**src/logic/sbc_pkg.sv**
```systemverilog
// Constants, types and register layout shared by the mode and watchdog controller.
package sbc_pkg;

	////////////////////////////////////////////////////////////////////////////////
	// Register addresses on the command port.
	localparam logic [3:0] ADDR_MODE_CTRL   = 4'h1;
	localparam logic [3:0] ADDR_WD_TIMING   = 4'h2;
	localparam logic [3:0] ADDR_LOW_POWER   = 4'h3;
	localparam logic [3:0] ADDR_STATUS      = 4'h8;

	////////////////////////////////////////////////////////////////////////////////
	// Mode-control data codes; bit 3 is ignored for the mode selections.
	localparam logic [3:0] MCR_DEBUG_TOGGLE = 4'h0;
	localparam logic [2:0] MCR_SEL_NORMAL   = 3'h5;
	localparam logic [2:0] MCR_SEL_STANDBY  = 3'h6;
	localparam logic [2:0] MCR_SEL_STOP     = 3'h4;
	localparam logic [2:0] MCR_SEL_SLEEP    = 3'h3;

	////////////////////////////////////////////////////////////////////////////////
	// Field positions and values after reset.
	localparam int         TIM_PER_LSB      = 0;
	localparam int         TIM_WIN_BIT      = 2;
	localparam int         LPC_WD_STOP_BIT  = 0;
	localparam logic [3:0] TIM_RESET_VAL    = 4'h4;
	localparam logic [3:0] LPC_RESET_VAL    = 4'h0;

	////////////////////////////////////////////////////////////////////////////////
	// Clock period and millisecond in nanoseconds, the derived millisecond divider count, and times in milliseconds.
	localparam int         CLK_PERIOD_NS    = 10;
	localparam int         MS_NS            = 1000000;
	localparam int         MS_CYC_DEF       = MS_NS / CLK_PERIOD_NS;
	localparam int         MS_W             = 9;
	localparam logic [8:0] NREQ_MS          = 9'd350;
	localparam logic [8:0] RST_DUR_MS       = 9'd10;
	localparam logic [8:0] WD_PER0_MS       = 9'd10;
	localparam logic [8:0] WD_PER1_MS       = 9'd45;
	localparam logic [8:0] WD_PER2_MS       = 9'd100;
	localparam logic [8:0] WD_PER3_MS       = 9'd350;

	////////////////////////////////////////////////////////////////////////////////
	// Operating modes and command port carrier.
	typedef enum {
		st_reset,
		st_normal_req,
		st_normal,
		st_standby,
		st_stop,
		st_sleep
	} mode_e;

	typedef struct packed {
		logic       wr;
		logic       rd;
		logic [3:0] addr;
		logic [3:0] data;
	} bus_req_s;

endpackage

```
**src/logic/ms_tick.sv**
```systemverilog
// Millisecond enable pulse divider.
module ms_tick #(
	parameter int CYC = 100000
) (
	// Clock and reset
	input  wire logic clock_i,
	input  wire logic sys_rst_i,
	// Enable pulse
	output logic      tick_o
);

	logic [31:0] cnt_q;

	always_ff @(posedge clock_i or posedge sys_rst_i)
	begin
		if (sys_rst_i)
		begin
			cnt_q  <= 32'h0;
			tick_o <= 1'b0;
		end
		else if (cnt_q == 32'(CYC - 1))
		begin
			cnt_q  <= 32'h0;
			tick_o <= 1'b1;
		end
		else
		begin
			cnt_q  <= cnt_q + 32'h1;
			tick_o <= 1'b0;
		end
	end

endmodule

```
**src/logic/sbc_debug_mode_watchdog_ctrl.sv**
```systemverilog
// Mode sequencing, debug entry and window watchdog of the basis chip control port.
//
// Functional notes
// - Unconfigured after power-up, reset is asserted again every 360 ms.
// - Unconfigured loop: reset low for reset duration, then released 350 ms.
// - Power-up sets battery-fail flag; device then goes to normal-request mode.
// - Timing write in normal-request mode moves device to normal mode.
// - Mode-control write 0000 in normal mode with battery-fail set enables debug.
// - With debug enabled, mode-control write x101 selects normal debug mode.
// - In debug no watchdog clearing needed and no watchdog reset generated.
// - Mode-control write 0000 while in debug leaves debug mode.
// - Timing, enable and select must finish inside 350 ms, else reset.
// - Wake-up from stop or sleep in debug gives 350 ms normal-request.
// - Stop entered from debug runs without watchdog, ignoring stop bit.
// - Outside debug, clearing in the closed window half of normal or standby causes a reset.
// - After watchdog timeout the fault output stays low until timing write.
module sbc_debug_mode_watchdog_ctrl #(
	parameter int ms_cyc = sbc_pkg::MS_CYC_DEF
) (
	// Clock and reset
	input  wire logic             clock_i,
	input  wire logic             sys_rst_i,
	// Command port
	input  wire sbc_pkg::bus_req_s bus_req_i,
	output logic [7:0]            rd_data_o,
	// Wake-up event from stop or sleep
	input  wire logic             wake_i,
	// Device outputs
	output logic                  rst_n_o,
	output logic                  wd_fault_n_o,
	output logic                  debug_active_o
);
	import sbc_pkg::*;

	////////////////////////////////////////////////////////////////////////////////
	// Declarations.
	mode_e            state_q;
	mode_e            state_d;
	logic             ms_tick_w;
	logic [MS_W-1:0]  tm_q;
	logic [MS_W-1:0]  wd_ms_q;
	logic [3:0]       watchdog_timing_subreg_q;
	logic [3:0]       low_power_q;
	logic             batfail_q;
	logic             debug_active_q;
	logic             wd_timeout_q;
	logic             tm_expire;
	logic             wd_expire;
	logic             wd_closed;
	logic             wd_running;
	logic             tim_wr;
	logic             mcr_wr;
	logic             mcr_rd;
	logic             mcr_zero;
	logic             wd_bad_clear;

	function automatic logic [MS_W-1:0] wd_period(input logic [1:0] sel);
		case (sel)
			2'h0:    wd_period = WD_PER0_MS;
			2'h1:    wd_period = WD_PER1_MS;
			2'h2:    wd_period = WD_PER2_MS;
			default: wd_period = WD_PER3_MS;
		endcase
	endfunction

	ms_tick #(
		.CYC     (ms_cyc)
	) u_ms_tick (
		.clock_i (clock_i),
		.sys_rst_i(sys_rst_i),
		.tick_o  (ms_tick_w)
	);

	////////////////////////////////////////////////////////////////////////////////
	// Command decode.
	always_comb
	begin
		tim_wr = bus_req_i.wr && (bus_req_i.addr == ADDR_WD_TIMING);
		mcr_wr = bus_req_i.wr && (bus_req_i.addr == ADDR_MODE_CTRL);
		mcr_rd = bus_req_i.rd && (bus_req_i.addr == ADDR_MODE_CTRL);
		mcr_zero = mcr_wr && (bus_req_i.data == MCR_DEBUG_TOGGLE);
	end

	// The watchdog is suspended whenever debug is active, and in stop unless the stop bit asks for it.
	always_comb
	begin
		tm_expire  = ms_tick_w && (tm_q <= 9'd1);
		wd_running = !debug_active_q && ((state_q == st_normal) || (state_q == st_standby)
			|| ((state_q == st_stop) && low_power_q[LPC_WD_STOP_BIT]));
		wd_expire  = wd_running && ms_tick_w
			&& (wd_ms_q >= wd_period(watchdog_timing_subreg_q[TIM_PER_LSB +: 2]) - 9'd1);
		wd_closed  = watchdog_timing_subreg_q[TIM_WIN_BIT]
			&& (wd_ms_q < (wd_period(watchdog_timing_subreg_q[TIM_PER_LSB +: 2]) >> 1));
		wd_bad_clear = tim_wr && wd_running && (state_q != st_stop) && wd_closed;
	end

	////////////////////////////////////////////////////////////////////////////////
	// Mode sequencing.
	always_comb
	begin
		state_d = state_q;
		case (state_q)
			st_reset:
			begin
				if (tm_expire)
					state_d = st_normal_req;
			end
			st_normal_req:
			begin
				if (tim_wr)
					state_d = st_normal;
				else if (debug_active_q && mcr_wr && (bus_req_i.data[2:0] == MCR_SEL_NORMAL))
					state_d = st_normal;
				else if (debug_active_q && mcr_wr && (bus_req_i.data[2:0] == MCR_SEL_STANDBY))
					state_d = st_standby;
				else if (tm_expire)
					state_d = st_reset;
			end
			st_normal, st_standby:
			begin
				if (wd_expire || wd_bad_clear)
					state_d = st_reset;
				else if (batfail_q && (state_q == st_normal) && tm_expire)
					state_d = st_reset;
				else if (mcr_wr && !mcr_zero)
				begin
					if (bus_req_i.data[2:0] == MCR_SEL_NORMAL)
						state_d = st_normal;
					else if (bus_req_i.data[2:0] == MCR_SEL_STANDBY)
						state_d = st_standby;
					else if (bus_req_i.data[2:0] == MCR_SEL_STOP)
						state_d = st_stop;
					else if (bus_req_i.data[2:0] == MCR_SEL_SLEEP)
						state_d = st_sleep;
				end
			end
			st_stop:
			begin
				if (wake_i)
					state_d = st_normal_req;
				else if (wd_expire)
					state_d = st_reset;
			end
			default:
			begin
				if (wake_i)
					state_d = debug_active_q ? st_normal_req : st_reset;
			end
		endcase
	end

	always_ff @(posedge clock_i or posedge sys_rst_i)
	begin
		if (sys_rst_i)
			state_q <= st_reset;
		else
			state_q <= state_d;
	end

	// One timer serves the reset duration, the normal-request window and the debug entry window.
	always_ff @(posedge clock_i or posedge sys_rst_i)
	begin
		if (sys_rst_i)
			tm_q <= RST_DUR_MS;
		else if ((state_d == st_reset) && (state_q != st_reset))
			tm_q <= RST_DUR_MS;
		else if ((state_d == st_normal_req) && (state_q != st_normal_req))
			tm_q <= NREQ_MS;
		else if (ms_tick_w && (tm_q != 9'd0))
			tm_q <= tm_q - 9'd1;
	end

	////////////////////////////////////////////////////////////////////////////////
	// Watchdog counter.
	always_ff @(posedge clock_i or posedge sys_rst_i)
	begin
		if (sys_rst_i)
			wd_ms_q <= 9'd0;
		else if (!wd_running || tim_wr || (state_d != state_q))
			wd_ms_q <= 9'd0;
		else if (ms_tick_w)
			wd_ms_q <= wd_ms_q + 9'd1;
	end

	// A fresh timeout wins over a proper timing write in the same cycle.
	always_ff @(posedge clock_i or posedge sys_rst_i)
	begin
		if (sys_rst_i)
			wd_timeout_q <= 1'b0;
		else if (wd_expire || wd_bad_clear)
			wd_timeout_q <= 1'b1;
		else if (tim_wr)
			wd_timeout_q <= 1'b0;
	end

	////////////////////////////////////////////////////////////////////////////////
	// Flags and configuration registers.
	always_ff @(posedge clock_i or posedge sys_rst_i)
	begin
		if (sys_rst_i)
			batfail_q <= 1'b1;
		else if (mcr_rd)
			batfail_q <= 1'b0;
		else if (debug_active_q && mcr_wr && (bus_req_i.data[2:0] == MCR_SEL_NORMAL))
			batfail_q <= 1'b0;
	end

	always_ff @(posedge clock_i or posedge sys_rst_i)
	begin
		if (sys_rst_i)
			debug_active_q <= 1'b0;
		else if (mcr_zero && debug_active_q)
			debug_active_q <= 1'b0;
		else if (mcr_zero && batfail_q && (state_q == st_normal))
			debug_active_q <= 1'b1;
	end

	always_ff @(posedge clock_i or posedge sys_rst_i)
	begin
		if (sys_rst_i)
			watchdog_timing_subreg_q <= TIM_RESET_VAL;
		else if (tim_wr)
			watchdog_timing_subreg_q <= bus_req_i.data;
	end

	always_ff @(posedge clock_i or posedge sys_rst_i)
	begin
		if (sys_rst_i)
			low_power_q <= LPC_RESET_VAL;
		else if (bus_req_i.wr && (bus_req_i.addr == ADDR_LOW_POWER))
			low_power_q <= bus_req_i.data;
	end

	////////////////////////////////////////////////////////////////////////////////
	// Read data, valid only in the cycle after the read strobe.
	always_ff @(posedge clock_i or posedge sys_rst_i)
	begin
		if (sys_rst_i)
			rd_data_o <= 8'h00;
		else if (!bus_req_i.rd)
			rd_data_o <= 8'h00;
		else if (bus_req_i.addr == ADDR_MODE_CTRL)
			rd_data_o <= {4'h0, debug_active_q, batfail_q, wd_timeout_q, 1'b0};
		else if (bus_req_i.addr == ADDR_WD_TIMING)
			rd_data_o <= {4'h0, watchdog_timing_subreg_q};
		else if (bus_req_i.addr == ADDR_LOW_POWER)
			rd_data_o <= {4'h0, low_power_q};
		else if (bus_req_i.addr == ADDR_STATUS)
			rd_data_o <= {5'h00, 3'(state_q)};
		else
			rd_data_o <= 8'h00;
	end

	////////////////////////////////////////////////////////////////////////////////
	// Output pins, registered from the next state so they track the mode without lag.
	always_ff @(posedge clock_i or posedge sys_rst_i)
	begin
		if (sys_rst_i)
		begin
			rst_n_o        <= 1'b0;
			wd_fault_n_o   <= 1'b1;
			debug_active_o <= 1'b0;
		end
		else
		begin
			rst_n_o        <= (state_d != st_reset) && (state_d != st_sleep);
			wd_fault_n_o   <= !((wd_expire || wd_bad_clear) || (wd_timeout_q && !tim_wr));
			debug_active_o <= !(mcr_zero && debug_active_q)
				&& (debug_active_q || (mcr_zero && batfail_q && (state_q == st_normal)));
		end
	end
endmodule

```
**config.mk**
```make
export PLATFORM = sky130hd
export DESIGN_NAME = sbc_debug_mode_watchdog_ctrl
export DESIGN_NICKNAME = d
export VERILOG_FILES = /design/src/logic/sbc_pkg.sv /design/src/logic/ms_tick.sv /design/src/logic/sbc_debug_mode_watchdog_ctrl.sv
export SDC_FILE = /design/constraint.sdc
export NUM_CORES = 1
export LEC_CHECK = 0
export ABC_CLOCK_PERIOD_IN_PS = 2850
export BUFFER_PORTS_ARGS = -buffer_cell sky130_fd_sc_hd__buf_4
export CAP_MARGIN = 15
export CORE_ASPECT_RATIO = 0.8
export CORE_MARGIN = 10
export CORE_UTILIZATION = 35
export CTS_BUF_LIST = sky130_fd_sc_hd__clkbuf_8
export DETAILED_ROUTE_END_ITERATION = 7
export GPL_TIMING_DRIVEN = 1
export MAX_ROUTING_LAYER = met4
export PLACE_DENSITY_LB_ADDON = 0.08
export SLEW_MARGIN = 20
export SYNTH_ARGS = -nofsm -noshare
export SYNTH_HDL_FRONTEND = slang
export SYNTH_SLANG_ARGS = --single-unit
```
**constraint.sdc**
```tcl
create_clock -name clock_i -period 2.85 [get_ports clock_i]
set_input_delay 0.4275 -clock clock_i [delete_from_list [all_inputs] [get_ports clock_i]]
set_output_delay 0.4275 -clock clock_i [all_outputs]
set_load 0.01 [all_outputs]
```
==> results of run 1 <==
## worst reg2reg max path, delay by kind of cell (launching register included)
kind                     cells  cell delay, ns
AO/OA/AOI/OAI                7            1.15
buffers and inverters        6            0.74
flip-flops                   1            0.45
adder cells (fa/ha/maj)      2            0.37
## per-stage QoR
step	TNS, ns	setup WS [ns]	total power, mW	util [%]	cells
floorplan	0	0.0131	1.91	-	532
global placement	-0.0488	-0.0273	2.10	39.7	769
detailed placement	-0.756	-0.0920	2.10	39.7	769
CTS	0	0.00238	3.23	42.3	790
global route	-2.05	-0.165	3.43	43.5	793
finish	0	0.0116	3.24	43.5	793
## synthesized netlist by cell type (13+ instances only)
library cell | instances | area, µm²
inv_1 | 19 | 71.3
xor2_1 | 17 | 149
nand3_1 | 24 | 120
nand2_1 | 27 | 101
nor3_1 | 18 | 90.1
o21ai_0 | 14 | 70.1
clkbuf_1 | 14 | 52.6
ha_1 | 26 | 325
nor4_1 | 13 | 81.3
nor2b_1 | 37 | 231
a21oi_1 | 15 | 75.1
dfrtp_1 | 96 | 2400
xnor2_1 | 32 | 280
nor2_1 | 42 | 158
## routing by layer
| layer | track usage (%) | up-vias | part of all wire, % |
|---|---|---|---|
| li1 | - | 1977 | - |
| met1 | 18.2 | 2016 | 52 |
| met2 | 18.1 | 79 | 43 |
| met3 | 3.09 | 13 | 4.1 |
| met4 | 4.32 | 0 | 1.4 |
| met5 | - | - | 0 |
## report_power, final
| part | switching (mW) | total [mW] | internal [mW] |
|---|---|---|---|
| Clock | 0.571 | 0.998 | 0.427 |
| Combinational | 0.350 | 0.687 | 0.336 |
| Sequential | 0.0580 | 1.56 | 1.50 |
| Total | 0.980 | 3.24 | 2.26 |
## area by class of cell
class / count / share of cell area [%]
Timing Repair Buffer: 55 / 7.17
Sequential cell: 101 / 38.4
Multi-Input combinational cell: 392 / 46.0
Tap cell: 210 / 3.98
Clock buffer: 9 / 1.88
Clock inverter: 7 / 1.38
Inverter: 19 / 1.14
## worst paths after layout
check                                                   startpoint                            end  slack [ns]  depth (start not counted)
hold / removal                                           sys_rst_i  u_ms_tick.cnt_q[17]$_DFF_PP0_        0.18                          3
hold reg to reg                      u_ms_tick.cnt_q[31]$_DFF_PP0_  u_ms_tick.cnt_q[31]$_DFF_PP0_        0.50                          1
min in group clock_i                                  bus_req_i[6]         rd_data_o[3]$_DFF_PP0_        0.23                          2
setup reg to reg           watchdog_timing_subreg_q[1]$_DFFE_PP0P_            tm_q[8]$_DFFE_PP0P_        0.01                         15
setup / recovery           watchdog_timing_subreg_q[1]$_DFFE_PP0P_            tm_q[8]$_DFFE_PP0P_        0.01                         15
max in group asynchronous                                sys_rst_i           state_q[2]$_DFF_PP0_        2.25                          3
## state kept, by name (all words and copies together), names as in the netlist
register / cells
rst_n_o: 1
batfail_q: 1
tm_q: 9
u_ms_tick.cnt_q: 32
wd_timeout_q: 1
wd_fault_n_o: 1
rd_data_o: 4
state_q: 32
low_power_q: 4
u_ms_tick.tick_o: 1
debug_active_o: 1
wd_ms_q: 9
watchdog_timing_subreg_q: 4
debug_active_q: 1
## what timing repair did
item                                   4_1_cts  5_1_grt
pin swaps                                    3       13
buffers inserted                             4        2
gates cloned                                 1        1
endpoints found under the hold margin        0        0
setup endpoints to repair                   17       19
gates resized for setup                     33       25
## kinds of logic (layout without fill, tap and decap cells)
| logic type | Yosys count | after routing | synth area share [%] |
|---|---|---|---|
| AOI/OAI and AO/OA | 79 | 80 | 11.3 |
| xor gates and xnor gates | 50 | 50 | 8.37 |
| adders and majority gates | 26 | 26 | 5.96 |
| buffers and inverters | 40 | 90 | 3.07 |
| DFF | 101 | 101 | 46.4 |
| muxes | 11 | 11 | 2.25 |
| other | 2 | 5 | 0.138 |
| and+or+nand+nor | 220 | 220 | 22.5 |
==> summary.txt, run 1 <==
Status
  – Status: completed

Synthesis
  – Post-synth ARST share: 100%
  – Gate Count Post-Synth: 529
  – Seq cells post-synth: between 100 and 150
  – Mapped cell area: around 5500 µm²
  – Leading register cell type out of synthesis: dfrtp_1
  – Sequential share of the synthesized area: about 46%
  – Yosys cell types: 70
  – Number of flops mapped to enable cells by yosys: 0
  – Warnings from Yosys: 0
  – Syn avg cell area: 10.3 µm²

Route
  – Final ANT Viol Nets: 0
  – DRC violations left: 0
  – DR vias: ~4.1k
  – Final WL: approximately 13000 µm
  – DRT iter0 DRCs: ~220
  – DRT Pass-1 Iters: 4
  – Via/cell ratio: 5.15
  – Drt wl/cell: about 16 µm

Global routing
  – Largest net degree at the start of global routing: 102
  – Vias in the first global route: about 4.1k
  – Grt ovf: 0
  – Number of antenna violations at the first check in global routing: 0
  – Global-route wire length before repair: 22000 µm
  – Total track usage: roughly an eighth

STA
  – Slew @ Worst Pin: around 0.77 ns
  – Final max-slew violation count: 0
  – RSZ-0062 raised after global routing: true
  – Final Hold Fails: 0
  – Final min period: ~2.8 ns
  – Relative slew slack: 48.5%
  – Final setup vio count: 0
  – F_max: ~350 MHz
  – Clock Skews: 0.0101 ns
  – Hold WS: approximately 0.18 ns
  – Crit share post-route: 99.6%

Clock tree
  – H-tree depth: 3
  – Clock buffer depth: 2
  – CTS tree: yes
  – Clk sinks: between 100 and 150
  – CTS clk-pin slew, worst paths: between 0.1 and 0.15 ns
  – Worst skew pair latency: roughly 0.40 ns
  – Clock root buffer: clkbuf_8
  – Post-CTS Hold Buffers: 0
  – CTS buffer count: 9

Placed design
  – Final HPWL DP: between 9000 and 10000 µm
  – Cell Area, Placed: approximately 6000 µm²
  – IO buf count: 19
  – Placer Congestion: 0.822

Worst hold path
  – Hold crit path type: in2async

Finish
  – Commonest cells after routing, fill and taps aside: dfrtp_1 (95), buf_4 (48), nor2_1 (42)
  – Ratio of cells with drive above 1 in the final layout: 24.4%
  – Finished Cell Area: 6600 µm²
  – Antenna cell count: 0
  – Area of the multi-input gates: 3030 µm²
  – Fin nets: 617
  – FF+latch area: ~2500 µm²
  – Fill count: about 1.5k
  – Commonest non-fill, non-tap cell in the layout: dfrtp_1
  – P&R area growth vs syn: 20.8%

Worst setup path
  – Worst Setup Path Type: reg2reg
  – CP top delay family: compound AO/OA/AOI/OAI gates
  – Worst Path Required: approximately 3.1 ns
  – Critical path arrival: a little over 3 ns
  – Max incr delay on CP: approximately 0.45 ns
  – Slowest cell on crit path: dfrtp_2
  – Worst path cell trace: buf_6 > ha_1 > inv_2 > buf_4 > ha_4 > a21oi_2 > o21ai_1 > a21o_2 > buf_6 > a2111oi_4 > o211ai_2 > inv_2 > buf_6 > o31a_1 > o22ai_1
  – WP buf/inv: 6
  – Peak fanout along the critical path: 11
  – Most frequent CP cell: buf_6
  – Kind of start point of the critical path: flip-flop
  – CP endpoint kind: flip-flop

Floorplanning
  – I/O pin count: 24
  – Core Region: around 15000 µm²
  – FP Rows: 40
  – Die area: 21000 µm²
  – Die W: about 160 µm
  – Initial core utilization: between 30 and 40%
  – Die Y: 132 µm

Job
  – Max-Cap Viols: 0

Pwr
  – Pleak: 2.86 nW
  – Power per standard cell area: roughly 490 nW/µm²
  – Peak supply drop: about 0.00023 V
Power figures use the tool's default switching activity.
==> run 2, diff against run 1 <==
==> constraint.sdc (replaced) <==
create_clock -name clock_i -period 2.85 [get_ports clock_i]
set_input_delay 0.285 -clock clock_i [delete_from_list [all_inputs] [get_ports clock_i]]
set_output_delay 0.285 -clock clock_i [all_outputs]
set_load 0.01 [all_outputs]
==> summary.txt, run 2 (synthesis gave the netlist of run 1 again) <==
Pwr
  – Pleak: 2.89 nW (+1.3%)
  – Peak supply drop: 0.000464 V (+100%)
  – Pwr Total: 3.29 mW (+1.5%)
  – Power per standard cell area: 496 nW/µm² (+0.87%)

Worst setup path
  – Kind of start point of the critical path: flip-flop
  – Peak fanout along the critical path: 4 (-7)
  – Worst Path Required: 3.17 ns (+0.06 ns)
  – Worst Setup Path Type: reg2reg
  – CP endpoint kind: flip-flop
  – Critical path arrival: 3.16 ns (+0.06 ns)

Finish
  – Ratio of cells with drive above 1 in the final layout: 24.4% (+0.088 points)
  – Fill count: 1469 (+0.48%)
  – P&R area growth vs syn: 21.6%
  – Commonest non-fill, non-tap cell in the layout: dfrtp_1
  – Finished Cell Area: 6640 µm² (+0.65%)
  – Fin nets: 619 (+0.32%)
  – Antenna cell count: 0 (unchanged)
  – Commonest cells after routing, fill and taps aside: dfrtp_1 (96), buf_4 (49), nor2_1 (42)
  – Final instance count without filler cells: 795 (+0.25%)
  – Biggest regs: state_q: 32 flops, u_ms_tick.cnt_q: 32 flops

STA
  – RSZ-0062 raised after global routing: true
  – Slew @ Worst Pin: 0.807 ns (+0.0402 ns)
  – Final setup vio count: 0 (unchanged)
  – Hold WS: 0.0447 ns (-0.133 ns)
  – Crit share post-route: 99.5% (about the same)
  – F_max: 353 MHz (about the same)
  – Final max-slew violation count: 0 (unchanged)
  – Final min period: 2.84 ns (-0.00189 ns)
  – Relative slew slack: 45.8% (-2.7 points)
  – Final Hold Fails: 0 (unchanged)
  – Clock Skews: 0.0131 ns (+0.00301 ns)

Placed design
  – IO buf count: 19 (unchanged)
  – Final HPWL DP: 9100 µm (+0.81%)
  – Placer Congestion: 0.825 (+0.34%)
  – Cell Area, Placed: 6030 µm² (+0.33%)
  – Dpl cells: 770 (+0.13%)

Floorplanning
  – Die Y: 132 µm (unchanged)
  – I/O pin count: 24 (unchanged)
  – Core Region: 15200 µm² (unchanged)
  – Die area: 21000 µm² (unchanged)
  – Die W: 160 µm (unchanged)
  – FP Rows: 40 (unchanged)
  – Initial core utilization: 36.0% (unchanged)

Global routing
  – Number of antenna violations at the first check in global routing: 0 (unchanged)
  – Grt ovf: 0 (unchanged)
  – Global-route wire length before repair: 21200 µm (-3.6%)
  – Largest net degree at the start of global routing: 102 (unchanged)
  – Total track usage: 12.6% (-0.43 points)
  – Vias in the first global route: 3941 (-2.8%)

Route
  – Final ANT Viol Nets: 0 (unchanged)
  – DRC violations left: 0 (unchanged)
  – DRT iter0 DRCs: 234 (+4.9%)
  – Drt wl/cell: 16.3 µm (-0.87%)
  – Via/cell ratio: 5.04 (-2.2%)
  – DR vias: 4006 (-1.9%)
  – Final WL: 12900 µm (-0.62%)
  – DRT Pass-1 Iters: 4 (unchanged)

Clock tree
  – CTS tree: yes
  – CTS clk-pin slew, worst paths: 0.11 ns (about the same)
  – H-tree depth: 3 (unchanged)
  – Clk sinks: 101 (unchanged)
  – Worst skew pair latency: 0.39 ns (about the same)
  – Clock buffer depth: 2 (unchanged)
  – Clock root buffer: clkbuf_8
  – CTS buffer count: 9 (unchanged)

Job
  – Max-Cap Viols: 0 (unchanged)

Worst hold path
  – Hold crit path type: in2async

Status
  – Status: completed
[run 2: area by class of cell]
class	instances	area [µm²]	share of cell area [%]
clock buffers	9	124	1.87
clock inverters	7	116	1.75
inverters	19	77.6	1.17
multi-input cells	393	3030	45.6
flip-flops and latches	101	2530	38.2
well taps	210	263	3.96
repair buffers	56	495	7.46
[run 2: power by group]
| part | switching, mW | internal, mW |
|---|---|---|
| Combinational | 0.344 | 0.307 |
| Sequential | 0.0589 | 1.50 |
| Clock | 0.563 | 0.520 |
[run 2: stage by stage]
stage          setup slack [ns]  setup TNS [ns]  utilization, %
6_report                 0.0135               0            43.8
2_1_floorplan            0.0131               0               -
5_1_grt                  -0.134           -1.57            43.8
3_5_place_dp             -0.135           -1.14            39.8
3_3_place_gp            -0.0174         -0.0437            39.8
4_1_cts                 -0.0712          -0.639            42.1
[run 2: critical path, stage by stage (launching register included)]
cell and delay, ns:
dfrtp_1 0.42, buf_4 0.15, buf_4 0.12, ha_1 0.18, inv_1 0.06, ha_1 0.23
a21boi_2 0.13, o21ai_1 0.08, a21o_2 0.27, a2111oi_2 0.33, o211ai_2 0.15, inv_2 0.19
buf_12 0.13, o221ai_4 0.14, nor3_2 0.19
[run 2: path summary, 6_finish.rpt]
check                           slack (ns)                            to  depth (start not counted)                               startpoint
worst max-delay path                  0.01        wd_ms_q[3]$_DFFE_PP0P_                         14  watchdog_timing_subreg_q[0]$_DFFE_PP0P_
worst min-delay path                  0.04  u_ms_tick.cnt_q[7]$_DFF_PP0_                          3                                sys_rst_i
worst max register to register        0.01        wd_ms_q[3]$_DFFE_PP0P_                         14  watchdog_timing_subreg_q[0]$_DFFE_PP0P_
worst min register to register        0.49  u_ms_tick.cnt_q[0]$_DFF_PP0_                          1             u_ms_tick.cnt_q[0]$_DFF_PP0_
max in group asynchronous             2.40           tm_q[3]$_DFFE_PP1P_                          3                                sys_rst_i
min in group clock_i                  0.11        rd_data_o[3]$_DFF_PP0_                          2                             bus_req_i[6]
[run 2: routing by layer]
metal  GRT usage, %  wire length (µm)  part of all wire [%]  vias up
met3           3.03               463                   3.6       12
met5              -                 0                     0        -
met2           17.1              5400                    42       72
li1               -                 -                     -     1979
met4           3.91               176                   1.4        0
met1           18.0              6900                    53     1943
[run 2: timing repair]
item | 4_1_cts | 5_1_grt
endpoints found under the setup margin | 19 | 19
hold buffers | 0 | 0
pin swaps | 8 | 13
cloned | 0 | 3
gates resized for setup | 22 | 36
setup buffers | 3 | 5
==> run 3, diff against run 2 <==
--- a/config.mk
+++ b/config.mk
@@ -5,12 +5,11 @@
 export SDC_FILE = /design/constraint.sdc
 export NUM_CORES = 1
 export LEC_CHECK = 0
-export ABC_CLOCK_PERIOD_IN_PS = 2850
+export ABC_CLOCK_PERIOD_IN_PS = 3000
 export BUFFER_PORTS_ARGS = -buffer_cell sky130_fd_sc_hd__buf_4
 export CAP_MARGIN = 15
 export CORE_ASPECT_RATIO = 0.8
-export CORE_MARGIN = 10
-export CORE_UTILIZATION = 35
+export CORE_UTILIZATION = 55
 export CTS_BUF_LIST = sky130_fd_sc_hd__clkbuf_8
 export DETAILED_ROUTE_END_ITERATION = 7
 export GPL_TIMING_DRIVEN = 1
==> constraint.sdc (replaced) <==
create_clock -name clock_i -period 3 [get_ports clock_i]
set_input_delay 0.3 -clock clock_i [delete_from_list [all_inputs] [get_ports clock_i]]
set_output_delay 0.3 -clock clock_i [all_outputs]
set_load 0.01 [all_outputs]
==> summary.txt, run 3 (synthesis gave the netlist of run 1 again) <==
Global routing
  – Total track usage: 25.5% (+13 points)
  – Vias in the first global route: 3890 (-1.3%)
  – Grt ovf: 0 (unchanged)
  – Global-route wire length before repair: 19800 µm (-6.4%)
  – GR Util met1: 36.5% (+19 points)
  – Number of antenna violations at the first check in global routing: 0 (unchanged)
  – Largest net degree at the start of global routing: 66 (-35%)
  – Grt met2 use: 37.2% (+20 points)
  – Met3 Track Usage GR: 4.81% (+1.8 points)
  – Busiest grt layer: met2

Route
  – DRC violations left: 0 (unchanged)
  – DRT Pass-1 Iters: 4 (unchanged)
  – Final WL: 11800 µm (-8.6%)
  – Drt wl/cell: 16.9 µm (+3.6%)
  – DR vias: 3994 (-0.30%)
  – Final ANT Viol Nets: 0 (unchanged)
  – Via/cell ratio: 5.69 (+13%)
  – DRT iter0 DRCs: 189 (-19%)

STA
  – Final Hold Fails: 0 (unchanged)
  – F_max: 339 MHz (-3.8%)
  – Clock Skews: 0.0112 ns (-0.00194 ns)
  – Slew @ Worst Pin: 0.825 ns (+0.0184 ns)
  – Post-route setup slack: 0.0509 ns (+0.0374 ns)
  – Crit share post-route: 98.3% (-1.2 points)
  – Final setup vio count: 0 (unchanged)
  – Final max-slew violation count: 0 (unchanged)
  – Relative slew slack: 45.0% (-0.86 points)
  – RSZ-0062 raised after global routing: true
  – Final min period: 2.95 ns (+0.113 ns)

Finish
  – Antenna cell count: 0 (unchanged)
  – Commonest cells after routing, fill and taps aside: dfrtp_1 (96), nor2_1 (42), nor2b_1 (37), buf_4 (37), xnor2_1 (31)
  – Fin nets: 600 (-3.1%)
  – Biggest regs: state_q: 32 flops, u_ms_tick.cnt_q: 32 flops
  – Commonest non-fill, non-tap cell in the layout: dfrtp_1
  – P&R area growth vs syn: 13.3%
  – Fill count: 773 (-47%)
  – Final instance count without filler cells: 702 (-12%)
  – Finished Core Util: 64.1% (+20 points)
  – Ratio of cells with drive above 1 in the final layout: 18.4% (-6.1 points)

Pwr
  – Flop pwr share: 50.1% (+2.8 points)
  – Int Pwr: 2.10 mW (-9.5%)
  – Pwr Total: 2.94 mW (-11%)
  – Power share of the clock group: 31.7% (-1.2 points)
  – Peak supply drop: 0.000366 V (-21%)
  – Comb power frac: 18.2% (-1.6 points)
  – Power per standard cell area: 475 nW/µm² (-4.1%)
  – Psw: 0.836 mW (-13%)
  – Switching Fraction: 28.4% (-0.93 points)
  – Pleak: 2.78 nW (-3.8%)

Clock tree
  – CTS buffer count: 9 (unchanged)
  – CTS clk-pin slew, worst paths: 0.10 ns (about the same)
  – Worst skew pair latency: 0.37 ns (-0.02 ns)
  – Clock buffer depth: 2 (unchanged)
  – Clk sinks: 101 (unchanged)
  – H-tree depth: 3 (unchanged)
  – CTS tree: yes
  – Post-CTS Hold Buffers: 0 (unchanged)
  – Clock root buffer: clkbuf_8

Worst setup path
  – Peak fanout along the critical path: 9 (+5)
  – Critical path arrival: 3.24 ns (+0.08 ns)
  – Kind of start point of the critical path: flip-flop
  – Worst path cell trace: buf_4 > ha_1 > ha_1 > ha_4 > a21oi_2 > o21ai_1 > a21o_2 > a2111oi_4 > buf_4 > a22oi_4 > xnor2_4 > buf_12 > nor3_1
  – CP endpoint kind: flip-flop
  – Worst Setup Path Type: reg2reg
  – Slowest cell on crit path: dfrtp_1
  – Max incr delay on CP: 0.42 ns (about the same)
  – Worst Path Required: 3.29 ns (+0.12 ns)

Placed design
  – IO buf count: 19 (unchanged)
  – DP Worst Slack: -0.0144 ns (+0.121 ns)
  – Final HPWL DP: 8450 µm (-7.2%)
  – Dpl cells: 682 (-11%)
  – Placer Congestion: 0.875 (+6.1%)

Floorplanning
  – Die area: 10300 µm² (-51%)
  – FP Rows: 32 (-20%)
  – I/O pin count: 24 (unchanged)
  – Die W: 113 µm (-29%)
  – Core Region: 9650 µm² (-36%)
  – Die Y: 91.1 µm (-31%)
  – Initial core utilization: 56.6% (+21 points)

Job
  – Max-Cap Viols: 0 (unchanged)

Worst hold path
  – Hold crit path type: in2async

Status
  – Status: completed
## run 3: cell types whose count changed in the layout (fill, tap and decap cells not counted), sizes merged
cell	previous run	this run
buf	55	39
a21o	5	4
o221ai	2	1
clkinvlp	1	0
clkbuf	10	11
bufinv	2	1
## run 3: cell type report
class / instances / area, µm² / share of cell area [%]
Clock buffer: 11 / 151 / 2.45
Clock inverter: 5 / 63.8 / 1.03
Inverter: 19 / 73.8 / 1.19
Multi-Input combinational cell: 391 / 2870 / 46.5
Sequential cell: 101 / 2530 / 41.0
Tap cell: 136 / 170 / 2.75
Timing Repair Buffer: 39 / 318 / 5.14
## run 3: path summary, 6_finish.rpt
path | startpoint | endpoint | slack (ns) | cells after the start
max in group asynchronous | sys_rst_i | tm_q[1]$_DFFE_PP1P_ | 2.17 | 3
max reg2reg | watchdog_timing_subreg_q[1]$_DFFE_PP0P_ | wd_ms_q[1]$_DFFE_PP0P_ | 0.05 | 13
min in group clock_i | bus_req_i[6] | rd_data_o[3]$_DFF_PP0_ | 0.15 | 2
min reg2reg | u_ms_tick.cnt_q[31]$_DFF_PP0_ | u_ms_tick.cnt_q[31]$_DFF_PP0_ | 0.47 | 1
max | watchdog_timing_subreg_q[1]$_DFFE_PP0P_ | wd_ms_q[1]$_DFFE_PP0P_ | 0.05 | 13
min | sys_rst_i | wd_ms_q[6]$_DFFE_PP0P_ | 0.10 | 2
## run 3: power groups by stage
stage          clock [mW]  sequential, mW  combinational, mW
6_report            0.932            1.47              0.534
5_1_grt              1.01            1.48              0.593
4_1_cts             0.962            1.47              0.468
3_5_place_dp            0            1.50              0.468
3_3_place_gp            0            1.50              0.453
2_1_floorplan           0            1.49              0.325
## run 3: repair_timing
action | CTS | global route
setup buffers | 1 | 4
gates resized for setup | 0 | 25
hold endpoints to repair | 0 | 0
endpoints found under the setup margin | 7 | 19
pin swaps | 1 | 6
## run 3: worst max-delay path, delay by kind of cell (launching register included)
| kind | cells | cell delay (ns) |
|---|---|---|
| fa+ha+maj | 3 | 0.71 |
| simple gates | 1 | 0.17 |
| flops | 1 | 0.42 |
| buf+inv | 3 | 0.50 |
| xor+xnor | 1 | 0.18 |
| compound gates | 5 | 0.87 |
## run 3: routing by layer
metal,routed length (µm),up-vias
li1,-,1937
met1,5910,1977
met2,5390,68
met3,426,12
met4,116,0
met5,0,-
## run 3: through the flow
stage               instance area (µm²)  hold WS [ns]  TNS (ns)
CTS                                6040         0.122         0
global route                       6180         0.140     -1.36
finish                             6180         0.101         0
floorplan                          5470         0.372         0
global placement                   5820         0.468         0
detailed placement                 5820         0.462   -0.0167
